===== config.mk =====
export PLATFORM = sky130hd
export DESIGN_NAME = sufp_frame_packer
export DESIGN_NICKNAME = d
export VERILOG_FILES = /design/src/design/sufp_pkg.sv /design/src/design/sufp_frame_packer.sv
export SDC_FILE = /design/constraint.sdc
export NUM_CORES = 1
export LEC_CHECK = 0
export ABC_AREA = 0
export BUFFER_PORTS_ARGS = -buffer_cell sky130_fd_sc_hd__buf_2
export CAP_MARGIN = 25
export CELL_PAD_IN_SITES_DETAIL_PLACEMENT = 0
export CELL_PAD_IN_SITES_GLOBAL_PLACEMENT = 1
export CORE_MARGIN = 2
export CORE_UTILIZATION = 51
export CTS_BUF_LIST = sky130_fd_sc_hd__clkbuf_4
export CTS_CLUSTER_SIZE = 8
export DETAILED_ROUTE_END_ITERATION = 16
export PLACE_DENSITY = 0.93
export SLEW_MARGIN = 20
export SYNTH_ARGS = -nofsm -noshare
export SYNTH_HDL_FRONTEND = slang
export SYNTH_SLANG_ARGS = --single-unit

===== constraint.sdc =====
create_clock -name clk -period 4.6 [get_ports clk]
set_input_delay 0 -clock clk [delete_from_list [all_inputs] [get_ports clk]]
set_output_delay 0 -clock clk [all_outputs]
set_load 0.05 [all_outputs]

===== src/design/sufp_pkg.sv =====
// constants and types of the uplink frame packer
package sufp_pkg;
	// ----------------------------------------------------------------
	// frame layout
	// ----------------------------------------------------------------
	localparam int unsigned FRAME_BYTES = 512;
	localparam int unsigned HDR_BYTES   = 8;
	localparam int unsigned SYNC_BYTES  = 3;
	localparam int unsigned CTRL_BYTES  = 5;
	localparam int unsigned GROUP_BYTES = 8;
	localparam logic [5:0]  GROUPS      = 6'h3f;
	localparam logic [23:0] SYNC_WORD   = 24'h80_0000;
	localparam logic [7:0]  SYNC_LEAD   = SYNC_WORD[23:16];
	localparam logic [7:0]  SYNC_TAIL   = SYNC_WORD[15:8];
	localparam logic [7:0]  SYNC_SAFE   = 8'h7f;
	localparam logic [2:0]  HDR_LAST    = 3'h7;
	localparam logic [2:0]  CTRL_FIRST  = 3'h3;
	localparam logic [2:0]  GRP_LAST    = 3'h7;

	// ----------------------------------------------------------------
	// sample widths
	// ----------------------------------------------------------------
	localparam int unsigned IQ_W  = 24;
	localparam int unsigned MIC_W = 16;
	localparam int unsigned GRP_W = 2 * IQ_W + MIC_W;

	// ----------------------------------------------------------------
	// control byte zero fields and pages
	// ----------------------------------------------------------------
	localparam int unsigned PTT_BIT  = 0;
	localparam int unsigned DASH_BIT = 1;
	localparam int unsigned SEL_LSB  = 2;
	localparam logic [2:0] PAGE_DEBUG = 3'h0;
	localparam logic [2:0] PAGE_POWER = 3'h1;
	localparam logic [2:0] PAGE_PPORT = 3'h2;
	localparam logic [2:0] PAGE_FREQ  = 3'h3;
	localparam logic [2:0] PAGE_USER  = 3'h4;

	// ----------------------------------------------------------------
	// buffering and reset values
	// ----------------------------------------------------------------
	localparam int unsigned FIFO_DEPTH = 32;
	localparam int unsigned FIFO_WIDTH = 9;
	localparam logic [2:0]  SYNC_RST   = 3'h7;
	localparam logic [7:0]  CNT_RST    = 8'h00;

	typedef enum logic [2:0] {
		SUFP_IDLE = 3'b001,
		SUFP_HEAD = 3'b010,
		SUFP_SAMP = 3'b100
	} sufp_state_t;
endpackage : sufp_pkg


===== src/design/sufp_frame_packer.sv =====
// uplink frame packer: header build, group serialiser and output byte fifo
`timescale 1ns/1ps

// ----------------------------------------------------------------
// output fifo
// ----------------------------------------------------------------
module sufp_fifo
	import sufp_pkg::*;
#(
	parameter int unsigned WIDTH = FIFO_WIDTH,
	parameter int unsigned DEPTH = FIFO_DEPTH
) (
	input  wire logic             clk,
	input  wire logic             arst_n,
	input  wire logic             in_valid,
	output logic                  in_ready,
	input  wire logic [WIDTH-1:0] in_data,
	output logic                  out_valid,
	input  wire logic             out_ready,
	output logic      [WIDTH-1:0] out_data,
	output logic  [$clog2(DEPTH):0] level
);
	localparam int unsigned AW = $clog2(DEPTH);

	if (DEPTH < 2 || (1 << AW) != DEPTH || WIDTH < 1) begin : g_bad_cfg
		$error("sufp_fifo: depth must be a power of two of at least 2");
	end

	typedef struct packed {
		logic [DEPTH-1:0][WIDTH-1:0] mem;
		logic [AW-1:0]               wr;
		logic [AW-1:0]               rd;
		logic [AW:0]                 cnt;
	} sufp_fifo_st_t;

	sufp_fifo_st_t st_reg;
	sufp_fifo_st_t st_next;
	logic          push;
	logic          pop;

	assign in_ready  = (st_reg.cnt != DEPTH[AW:0]);
	assign out_valid = (st_reg.cnt != '0);
	assign out_data  = st_reg.mem[st_reg.rd];
	assign level     = st_reg.cnt;
	assign push      = in_valid && in_ready;
	assign pop       = out_valid && out_ready;

	always_comb begin
		st_next = st_reg;
		if (push) begin
			st_next.mem[st_reg.wr] = in_data;
			st_next.wr             = st_reg.wr + 1'b1;
		end
		if (pop) begin
			st_next.rd = st_reg.rd + 1'b1;
		end
		case ({push, pop})
			2'b10:   st_next.cnt = st_reg.cnt + 1'b1;
			2'b01:   st_next.cnt = st_reg.cnt - 1'b1;
			default: st_next.cnt = st_reg.cnt;
		endcase
	end

	always_ff @(posedge clk or negedge arst_n) begin
		if (!arst_n) begin
			st_reg <= '0;
		end else begin
			st_reg <= st_next;
		end
	end
endmodule : sufp_fifo

// ----------------------------------------------------------------
// frame packer top
// ----------------------------------------------------------------
module sufp_frame_packer
	import sufp_pkg::*;
#(
	parameter int unsigned DEPTH = FIFO_DEPTH
) (
	input  wire logic              clk,
	input  wire logic              arst_n,
	input  wire logic              grp_valid,
	output logic                   grp_ready,
	input  wire logic [IQ_W-1:0]   grp_i,
	input  wire logic [IQ_W-1:0]   grp_q,
	input  wire logic [MIC_W-1:0]  grp_mic,
	input  wire logic              push_to_talk_n,
	input  wire logic              dash_n,
	input  wire logic              pwr_valid,
	input  wire logic [15:0]       fwd_pwr,
	input  wire logic [15:0]       rev_pwr,
	input  wire logic              freq_valid,
	input  wire logic [31:0]       freq_count,
	input  wire logic [15:0]       pport_in,
	input  wire logic [7:0]        user_in,
	output logic                   out_valid,
	input  wire logic              out_ready,
	output logic [7:0]             out_data,
	output logic                   out_sof
);
	localparam int unsigned LW = $clog2(DEPTH) + 1;

	if (DEPTH < 2 || DEPTH > 128) begin : g_bad_depth
		$error("sufp_frame_packer: fifo depth must lie in 2..128");
	end

	typedef struct packed {
		sufp_state_t        state;
		logic [2:0]         hdr_pos;
		logic [5:0]         grp_cnt;
		logic [2:0]         byte_pos;
		logic               have_grp;
		logic [GRP_W-1:0]   grp;
		logic [39:0]        ctrl;
		logic [2:0]         sched;
		logic               pwr_avail;
		logic               freq_avail;
		logic [31:0]        pwr;
		logic [31:0]        freq;
		logic [7:0]         full_cnt;
		logic [7:0]         wait_cnt;
		logic [7:0]         seq_cnt;
		logic [2:0]         ptt_sync;
		logic [2:0]         dash_sync;
		logic               ptt_lvl;
		logic               dash_lvl;
	} sufp_st_t;

	sufp_st_t          st_reg;
	sufp_st_t          st_next;
	logic              wr_valid;
	logic              wr_ready;
	logic [8:0]        wr_data;
	logic [LW-1:0]     fifo_level;
	logic [8:0]        rd_data;
	logic [7:0]        cb [0:4];
	logic [2:0]        page;
	logic [2:0]        cidx;
	logic              zeros_after;

	assign out_data  = rd_data[7:0];
	assign out_sof   = rd_data[8];
	assign grp_ready = (st_reg.state == SUFP_SAMP) && !st_reg.have_grp;
	assign cidx      = st_reg.hdr_pos - CTRL_FIRST;

	// ----------------------------------------------------------------
	// control bytes for the next frame
	// ----------------------------------------------------------------
	always_comb begin
		zeros_after = 1'b1;
		page = st_reg.sched;
		if ((page == PAGE_POWER && !st_reg.pwr_avail) ||
			(page == PAGE_FREQ && !st_reg.freq_avail)) begin
			page = PAGE_DEBUG;
		end
		cb[0] = 8'h00;
		cb[0][PTT_BIT]  = ~st_reg.ptt_lvl;
		cb[0][DASH_BIT] = ~st_reg.dash_lvl;
		cb[0][7:SEL_LSB] = {3'b000, page};
		case (page)
			PAGE_POWER: begin
				{cb[1], cb[2], cb[3], cb[4]} = st_reg.pwr;
			end
			PAGE_PPORT: begin
				{cb[1], cb[2], cb[3], cb[4]} = {pport_in, 16'h0000};
			end
			PAGE_FREQ: begin
				{cb[1], cb[2], cb[3], cb[4]} = st_reg.freq;
			end
			PAGE_USER: begin
				{cb[1], cb[2], cb[3], cb[4]} = {user_in, 24'h00_0000};
			end
			default: begin
				cb[1] = st_reg.full_cnt;
				cb[2] = st_reg.wait_cnt;
				cb[3] = st_reg.seq_cnt;
				cb[4] = {{(8 - LW){1'b0}}, fifo_level};
			end
		endcase
		// a sync lead followed only by zeros up to the last control byte becomes SYNC_SAFE
		for (int k = 1; k <= 4; k++) begin
			zeros_after = 1'b1;
			for (int m = k + 1; m <= 4; m++) begin
				if (cb[m] != SYNC_TAIL) begin
					zeros_after = 1'b0;
				end
			end
			if (cb[k] == SYNC_LEAD && zeros_after) begin
				cb[k] = SYNC_SAFE;
			end
		end
	end

	// ----------------------------------------------------------------
	// frame sequencer
	// ----------------------------------------------------------------
	always_comb begin
		st_next  = st_reg;
		wr_valid = 1'b0;
		wr_data  = 9'h000;

		// pins are asynchronous: act only once stages two and three agree
		st_next.ptt_sync  = {st_reg.ptt_sync[1:0], push_to_talk_n};
		st_next.dash_sync = {st_reg.dash_sync[1:0], dash_n};
		if (st_reg.ptt_sync[1] == st_reg.ptt_sync[2]) begin
			st_next.ptt_lvl = st_reg.ptt_sync[2];
		end
		if (st_reg.dash_sync[1] == st_reg.dash_sync[2]) begin
			st_next.dash_lvl = st_reg.dash_sync[2];
		end

		// new measurements stay pending until a frame carries them
		if (pwr_valid) begin
			st_next.pwr = {fwd_pwr, rev_pwr};
		end
		if (freq_valid) begin
			st_next.freq = freq_count;
		end

		case (st_reg.state)
			SUFP_IDLE: begin
				if (grp_valid) begin
					st_next.ctrl    = {cb[0], cb[1], cb[2], cb[3], cb[4]};
					st_next.hdr_pos = 3'h0;
					st_next.state   = SUFP_HEAD;
					st_next.sched   = (st_reg.sched == PAGE_USER) ? PAGE_DEBUG
						: st_reg.sched + 1'b1;
					if (page == PAGE_POWER) begin
						st_next.pwr_avail = 1'b0;
					end
					if (page == PAGE_FREQ) begin
						st_next.freq_avail = 1'b0;
					end
				end
			end
			SUFP_HEAD: begin
				wr_valid = 1'b1;
				if (st_reg.hdr_pos == 3'h0) begin
					wr_data = {1'b1, SYNC_WORD[23:16]};
				end else if (st_reg.hdr_pos < CTRL_FIRST) begin
					wr_data = {1'b0, SYNC_WORD[15:8]};
				end else begin
					wr_data = {1'b0, st_reg.ctrl[(4 - cidx) * 8 +: 8]};
				end
				if (wr_ready) begin
					st_next.hdr_pos = st_reg.hdr_pos + 1'b1;
					if (st_reg.hdr_pos == HDR_LAST) begin
						st_next.state    = SUFP_SAMP;
						st_next.grp_cnt  = 6'h00;
						st_next.byte_pos = 3'h0;
						st_next.have_grp = 1'b0;
					end
				end
			end
			SUFP_SAMP: begin
				if (!st_reg.have_grp) begin
					if (grp_valid) begin
						// group word of 24, 24 and 16 bits
						st_next.grp      = {grp_i, grp_q, grp_mic};
						st_next.have_grp = 1'b1;
					end else begin
						st_next.wait_cnt = st_reg.wait_cnt + 1'b1;
					end
				end else begin
					wr_valid = 1'b1;
					wr_data = {1'b0, st_reg.grp[(7 - st_reg.byte_pos) * 8 +: 8]};
					if (wr_ready) begin
						st_next.byte_pos = st_reg.byte_pos + 1'b1;
						if (st_reg.byte_pos == GRP_LAST) begin
							st_next.have_grp = 1'b0;
							if (st_reg.grp_cnt == GROUPS - 6'h01) begin
								st_next.state   = SUFP_IDLE;
								st_next.seq_cnt = st_reg.seq_cnt + 1'b1;
							end else begin
								st_next.grp_cnt = st_reg.grp_cnt + 1'b1;
							end
						end
					end
				end
			end
			default: begin
				st_next.state = SUFP_IDLE;
			end
		endcase

		if (wr_valid && !wr_ready) begin
			st_next.full_cnt = st_reg.full_cnt + 1'b1;
		end
		// an arrival in the cycle of consumption keeps the flag set
		if (pwr_valid) begin
			st_next.pwr_avail = 1'b1;
		end
		if (freq_valid) begin
			st_next.freq_avail = 1'b1;
		end
	end

	always_ff @(posedge clk or negedge arst_n) begin
		if (!arst_n) begin
			st_reg           <= '0;
			st_reg.state     <= SUFP_IDLE;
			st_reg.ptt_sync  <= SYNC_RST;
			st_reg.dash_sync <= SYNC_RST;
			st_reg.ptt_lvl   <= 1'b1;
			st_reg.dash_lvl  <= 1'b1;
			st_reg.full_cnt  <= CNT_RST;
			st_reg.wait_cnt  <= CNT_RST;
			st_reg.seq_cnt   <= CNT_RST;
		end else begin
			st_reg <= st_next;
		end
	end

	// ----------------------------------------------------------------
	// output buffer
	// ----------------------------------------------------------------
	// the sequencer stalls on a full fifo instead of dropping bytes
	sufp_fifo #(
		.WIDTH (FIFO_WIDTH),
		.DEPTH (DEPTH)
	) u_fifo (
		.clk       (clk),
		.arst_n    (arst_n),
		.in_valid  (wr_valid),
		.in_ready  (wr_ready),
		.in_data   (wr_data),
		.out_valid (out_valid),
		.out_ready (out_ready),
		.out_data  (rd_data),
		.level     (fifo_level)
	);
endmodule : sufp_frame_packer


* Word level (Yosys, flattened, before mapping)
Index checks and enable logic that the tools add are counted.
** Operators by class
- $add $sub $neg :: 14
- Order comparisons :: 4
- Equality and inequality tests :: 30
- Shift operators :: 2
- Mux-type cells :: 49
- Bitwise operators :: 4
- Reductions and logical operators :: 40
** Operators by type and width (number)
- $bwmux W288 :: 1
- $pmux W32 S4 :: 1
- $mux W65 :: 1
- $shiftx A64 B33 Y8 :: 1
- $mux W8 :: 6
- $bmux W9 S5 :: 1
- $demux W9 S5 :: 1
- $shiftx A40 B33 Y8 :: 1
- $mux W9 :: 4
- $eq A8 B8 Y1 const B :: 4
- $add A8 B1 Y8 const B :: 3
- $reduce_bool A8 Y1 :: 3
- $mux W3 :: 7
- $mux W10 :: 2
- $pmux W10 S2 :: 1
- $mux W6 :: 3
- $pmux W9 S2 :: 1
- $reduce_and A3 Y1 :: 6
- $reduce_bool A2 Y1 :: 9
- $mux W16 :: 1
- $eq A3 B3 Y1 const B :: 5
- $reduce_and A7 Y1 :: 2
- $mux W1 :: 13
- $add A6 B1 Y6 const B :: 2
- 30 further kinds :: 64
** Storage, ports and cells
- Register bits :: 522
- Input bits :: 160
- Output and inout bits :: 11
- Word-level logic and storage cells :: 197

* Longest topological paths before layout
- Depth after elaboration :: 12
- Mapped depth :: 15
- Depth with buffers taken out :: 13

* Cells and area by module
From an unflattened synthesis, not the netlist that was laid out.
** Unflattened totals
- Cell total of the unflattened synthesis :: 1825
- Area total of the unflattened synthesis :: 24908.9 µm²
** By module, submodules not included
- sufp_fifo :: instances 1, cells an instance 938, area each 14153.6 µm², seq. area each 7607.3 µm²
- sufp_frame_packer :: instances 1, cells an instance 887, area each 10755.3 µm², seq. area each 5466.5 µm²

* Worst setup path after synthesis
No wires, ideal clock.
- Path kind :: register to register
- From :: register st_reg[99] (netlist bit)
- To :: register st_reg[132] (netlist bit)
- Setup time :: 0.127 ns
- Data arrival time :: 3.523 ns
- Data required time :: 4.473 ns
- Path slack :: 0.951 ns
- Stages on the path, launching flop included :: 15
- Buffers on the path :: 5
- Clock period less this slack :: 3.649 ns
- Path through :: dfrtp_1 -> buf_4 -> buf_2 -> buf_2 -> clkbuf_1 -> inv_1 -> ha_1 -> nand2b_1 -> and3_1 -> buf_4 -> nor2_1 -> or4_4 -> a2111oi_4 -> nand4_4 -> a21boi_1
** Between the ends
- Longest elaborated chain between the ends :: 12
- Elaborated cells between the ends (all ways) :: 20
- Those cells by class :: eq/ne (7); mux (6); reduce/logical (7)
** Ends and longest elaborated chain
- start, declared :: RTL line sufp_frame_packer.sv:130 : sufp_st_t st_reg;
- start signal, assigned :: RTL line sufp_frame_packer.sv:311 : st_reg <= st_next;
- $eq A3 B1 Y1 or $eq A3 B2 Y1 (tied branches) :: RTL line sufp_frame_packer.sv:153, sufp_frame_packer.sv:154
- $logic_and A1 B1 Y1 (on tied branches) :: RTL line sufp_frame_packer.sv:153, sufp_frame_packer.sv:154
- $logic_or A1 B1 Y1 :: RTL line sufp_frame_packer.sv:153 : if ((page == PAGE_POWER && !st_reg.pwr_avail) ||
- $mux W3 (*) :: RTL line sufp_frame_packer.sv:153
- $eq A3 B3 Y1 (tied with other cells) :: RTL line sufp_frame_packer.sv:161 : case (page)
- $pmux W32 S4 (*) :: RTL line sufp_frame_packer.sv:161
- $reduce_bool A8 Y1 :: RTL line sufp_frame_packer.sv:185 : if (cb[m] != SYNC_TAIL) begin
- $mux W1 (3 in series) :: RTL line sufp_frame_packer.sv:185
- $logic_and A1 B1 Y1 :: RTL line sufp_frame_packer.sv:189 : if (cb[k] == SYNC_LEAD && zeros_after) begin
- $mux W8 (*) :: RTL line sufp_frame_packer.sv:189
Mark *: on every way between the ends. The rest lies on a longest branch, timed or not.
A chain may end at the register's enable or synchronous reset.

* Final worst setup path
Same ends and word-level chain as after synthesis.

==> metrics.md <==
| Metric | Value |
|---|---|
| Die width | `220.3 um` |
| Critical Path Sink Type | `register` |
| Overall Power | `14.15 mW` |
| Post-route ant nets | `0` |
| Clk sinks | `522` |
| Worst-case reg-to-reg path depth | `10` |
| Startpoint Class | `register` |
| Worst hold start | `grp_valid` |
| Post-synthesis register bit count | `522` |
| Detailed-route via count | `19930` |
| Starting density of the core | `0.5146` |
| # port buffers | `170` |
| Required time worst endpoint | `5.42 ns` |
| GR Overflow Total | `0` |
| Die area | `48530 um^2` |
| Global-route wire length before repair | `119.7 mm` |
| Critical-path cell list | `buf_4 > mux2i_1 > a2bb2oi_1 > o22ai_1 > dlygate4sd3_1 > o22ai_1 > nor4_1 > nand4_4 > a21boi_1 > dlygate4sd3_1` |
| Clock slew at reported path FFs | `0.08 ns` |
| Core area | `46360 um^2` |
| Status | `finished, final reports clean` |
| Cts bufs inserted | `140` |
| Rel. slew slack | `0.3631` |
| Most used DFF post-synth | `dfrtp_1` |
| Final min period | `4.479 ns` |
| # DRC | `0` |
| Fin Clk Skew | `0.1105 ns` |
| Vias in the first global route | `21020` |
| DRT Pass-1 Iters | `6` |
| Asr flop ratio synth | `1.000` |
| Initial DRC Count | `2282` |
| Ports | `171` |
| Tcrit/Tclk final | `0.9737` |
| Met3 Usage GRT | `0.09127` |
| Layout cells sized above 1 | `0.2760` |
| P&R area growth vs syn | `30.86%` |
| Avg Cell Area, Syn | `11.76 um^2` |
| DP Cell Count | `2702` |
| RSZ-0062 raised after global routing | `false` |
| WS Path Type | `register to register` |
| Critical path fanouts, max | `34` |
| Num rows | `79` |
| Total wire length | `77.03 mm` |
| Tot GR Track Use | `0.3295` |
| Chip Height | `220.3 um` |
| Setup slack at placement | `1.129 ns` |
| Gate Count Post-Synth | `2028` |
| Max H-tree Level | `4` |
| HPWL Detailed | `38.79 mm` |
| Endpoint, Worst Hold | `st_reg[16]$_DFFE_PN0P_` |
| Cell family with most CP delay | `buffers and inverters` |
| R2r setup slk | `0.12 ns` |
| Grt met1 use | `0.3870` |
| Setup violators final | `0` |
| Hold Path Cell Cnt | `4` |
| Fmax | `223.3 MHz` |
| Largest net degree at the start of global routing | `164` |
| Syn nets | `2213` |
| Post-synth EDFFs | `0` |
| Final setup TNS | `0 ns` |
| Vias/cell | `5.946` |
| Ys Warns | `0` |
| Antenna violations before repair | `14` |
| Max_cap viols | `0` |
| Post-synthesis cell type count | `57` |
| Clock tree buffer depth | `3` |
| Clock Latency Late Sink | `1.00 ns` |
| Most used routing layer | `met2` |
| Max FFs per register | `298` |
| Most frequent cells in the layout | `dfrtp_1 (510), dlygate4sd3_1 (396), nand2_1 (227), clkbuf_4 (215), nor2_1 (192)` |
| Most common cell after layout, fill and taps aside | `dfrtp_1` |
| Slew @ Worst Pin | `0.9474 ns` |
| Slowest cell on crit path | `dlygate4sd3_1` |
| P_leak | `14.27 nW` |
| CTS root buf | `clkbuf_4` |
| Slowest cell delay on critical path | `0.62 ns` |
| Worst EP arrival | `5.30 ns` |
| RR Startpoint | `st_reg[99]$_DFFE_PN0P_` |
| Area of the mapped netlist | `23860 um^2` |
| Cell Pwr Density | `453.3 nW/um^2` |
| Drt wl/cell | `22.99 um` |
| Global routing usage on met2 | `0.5245` |
| Peak VDD IR | `0.0003578 V` |
| CTS tree | `yes` |
| Final Max Tran Viols | `0` |
| Min-delay worst type | `input port to register` |
| WP buf/inv | `3` |
| RR Endpoint | `st_reg[132]$_DFFE_PN0P_` |
| Finished Layout Cells | `3351` |
| Final #Nets | `2821` |
| PnR worst setup slack | `0.1208 ns` |
| Final hold violations | `0` |
| Placer Congestion | `0.9013` |
| Fill cell count | `3080` |
| Post-synthesis sequential area ratio | `0.5480` |
==> worst max-delay path by stage <==
stage	cells after the start	slack (ns)	endpoint	from
finish	10	0.12	st_reg[132]$_DFFE_PN0P_	st_reg[99]$_DFFE_PN0P_
floorplan	14	0.95	st_reg[132]$_DFFE_PN0P_	st_reg[99]$_DFFE_PN0P_
global placement	9	1.18	st_reg[132]$_DFFE_PN0P_	st_reg[99]$_DFFE_PN0P_
global route	10	0.06	st_reg[132]$_DFFE_PN0P_	st_reg[99]$_DFFE_PN0P_
CTS	11	0.43	st_reg[132]$_DFFE_PN0P_	st_reg[99]$_DFFE_PN0P_
detailed placement	9	1.13	st_reg[132]$_DFFE_PN0P_	st_reg[99]$_DFFE_PN0P_
==> synthesized netlist by cell type (20+ instances only) <==
| cell | count | area share |
|---|---|---|
| ha_1 | 24 | 0.013 |
| mux4_2 | 114 | 0.11 |
| a21oi_1 | 172 | 0.036 |
| xnor2_1 | 24 | 0.0088 |
| clkbuf_1 | 98 | 0.015 |
| buf_2 | 28 | 0.0059 |
| o21ai_0 | 184 | 0.039 |
| nand3_1 | 20 | 0.0042 |
| mux2i_1 | 37 | 0.016 |
| mux2_2 | 166 | 0.078 |
| nand2_1 | 228 | 0.036 |
| nor2_1 | 194 | 0.031 |
| dfrtp_1 | 513 | 0.54 |
| nor3_1 | 20 | 0.0042 |
==> routing by layer <==
| metal | vias to the layer above | part of all wire |
|---|---|---|
| met3 | 417 | 0.083 |
| li1 | 8535 | - |
| met5 | - | 0.00030 |
| met4 | 4 | 0.075 |
| met1 | 9717 | 0.36 |
| met2 | 1253 | 0.49 |
==> worst register-to-register path, cell delays in order, from the launching register on <==
cell and delay [ns]:
dfrtp_2 0.60, buf_4 0.54, mux2i_1 0.63, a2bb2oi_1 0.16, o22ai_1 0.18, dlygate4sd3_1 0.62
o22ai_1 0.09, nor4_1 0.52, nand4_4 0.22, a21boi_1 0.20, dlygate4sd3_1 0.59
==> kinds of logic after synthesis <==
kind of cell    synth area share
flops                     0.5480
buf+inv                  0.02727
fa+ha+maj                0.01426
xor+xnor                 0.01248
mux                       0.2015
compound gates            0.1010
simple gates             0.09550
==> final cells by class <==
class,count,area (um^2),share of cell area
clock buffer,215,1614,0.05170
tap,607,759.5,0.02433
inverter,20,75.07,0.002405
clock inverter,23,254.0,0.008135
timing repair buffer,607,5238,0.1678
antenna,12,30.03,0.0009618
sequential,522,13080,0.4189
multi-input combinational,1345,10170,0.3258
==> power by group <==
part           total (mW)  switching [mW]  leakage (nW)  internal [mW]
Clock                4.56            2.11          1.12           2.45
Sequential           5.64           0.560          6.98           5.07
Combinational        3.96            2.17          6.17           1.79
Total                14.2            4.84          14.3           9.31
==> metrics by stage <==
step / instance area, um^2 / util / hold slack [ns]
after global placement: 25270 / 0.5450 / 0.1058
final: 31220 / 0.6735 / 0.1247
after floorplan: 23860 / - / -0.2956
after CTS: 31150 / 0.6720 / 0.01187
after global routing: 31220 / 0.6734 / 0.08135
after detailed placement: 25290 / 0.5456 / 0.1068
==> repair_timing <==
| action | CTS | global route |
|---|---|---|
| resized for setup | 0 | 1 |
| hold buffers | 397 | 0 |
| buffers inserted | 0 | 0 |
| endpoints found under the hold margin | 709 | 0 |
| endpoints found under the setup margin | 0 | 3 |
Power figures use the tool's default switching activity.
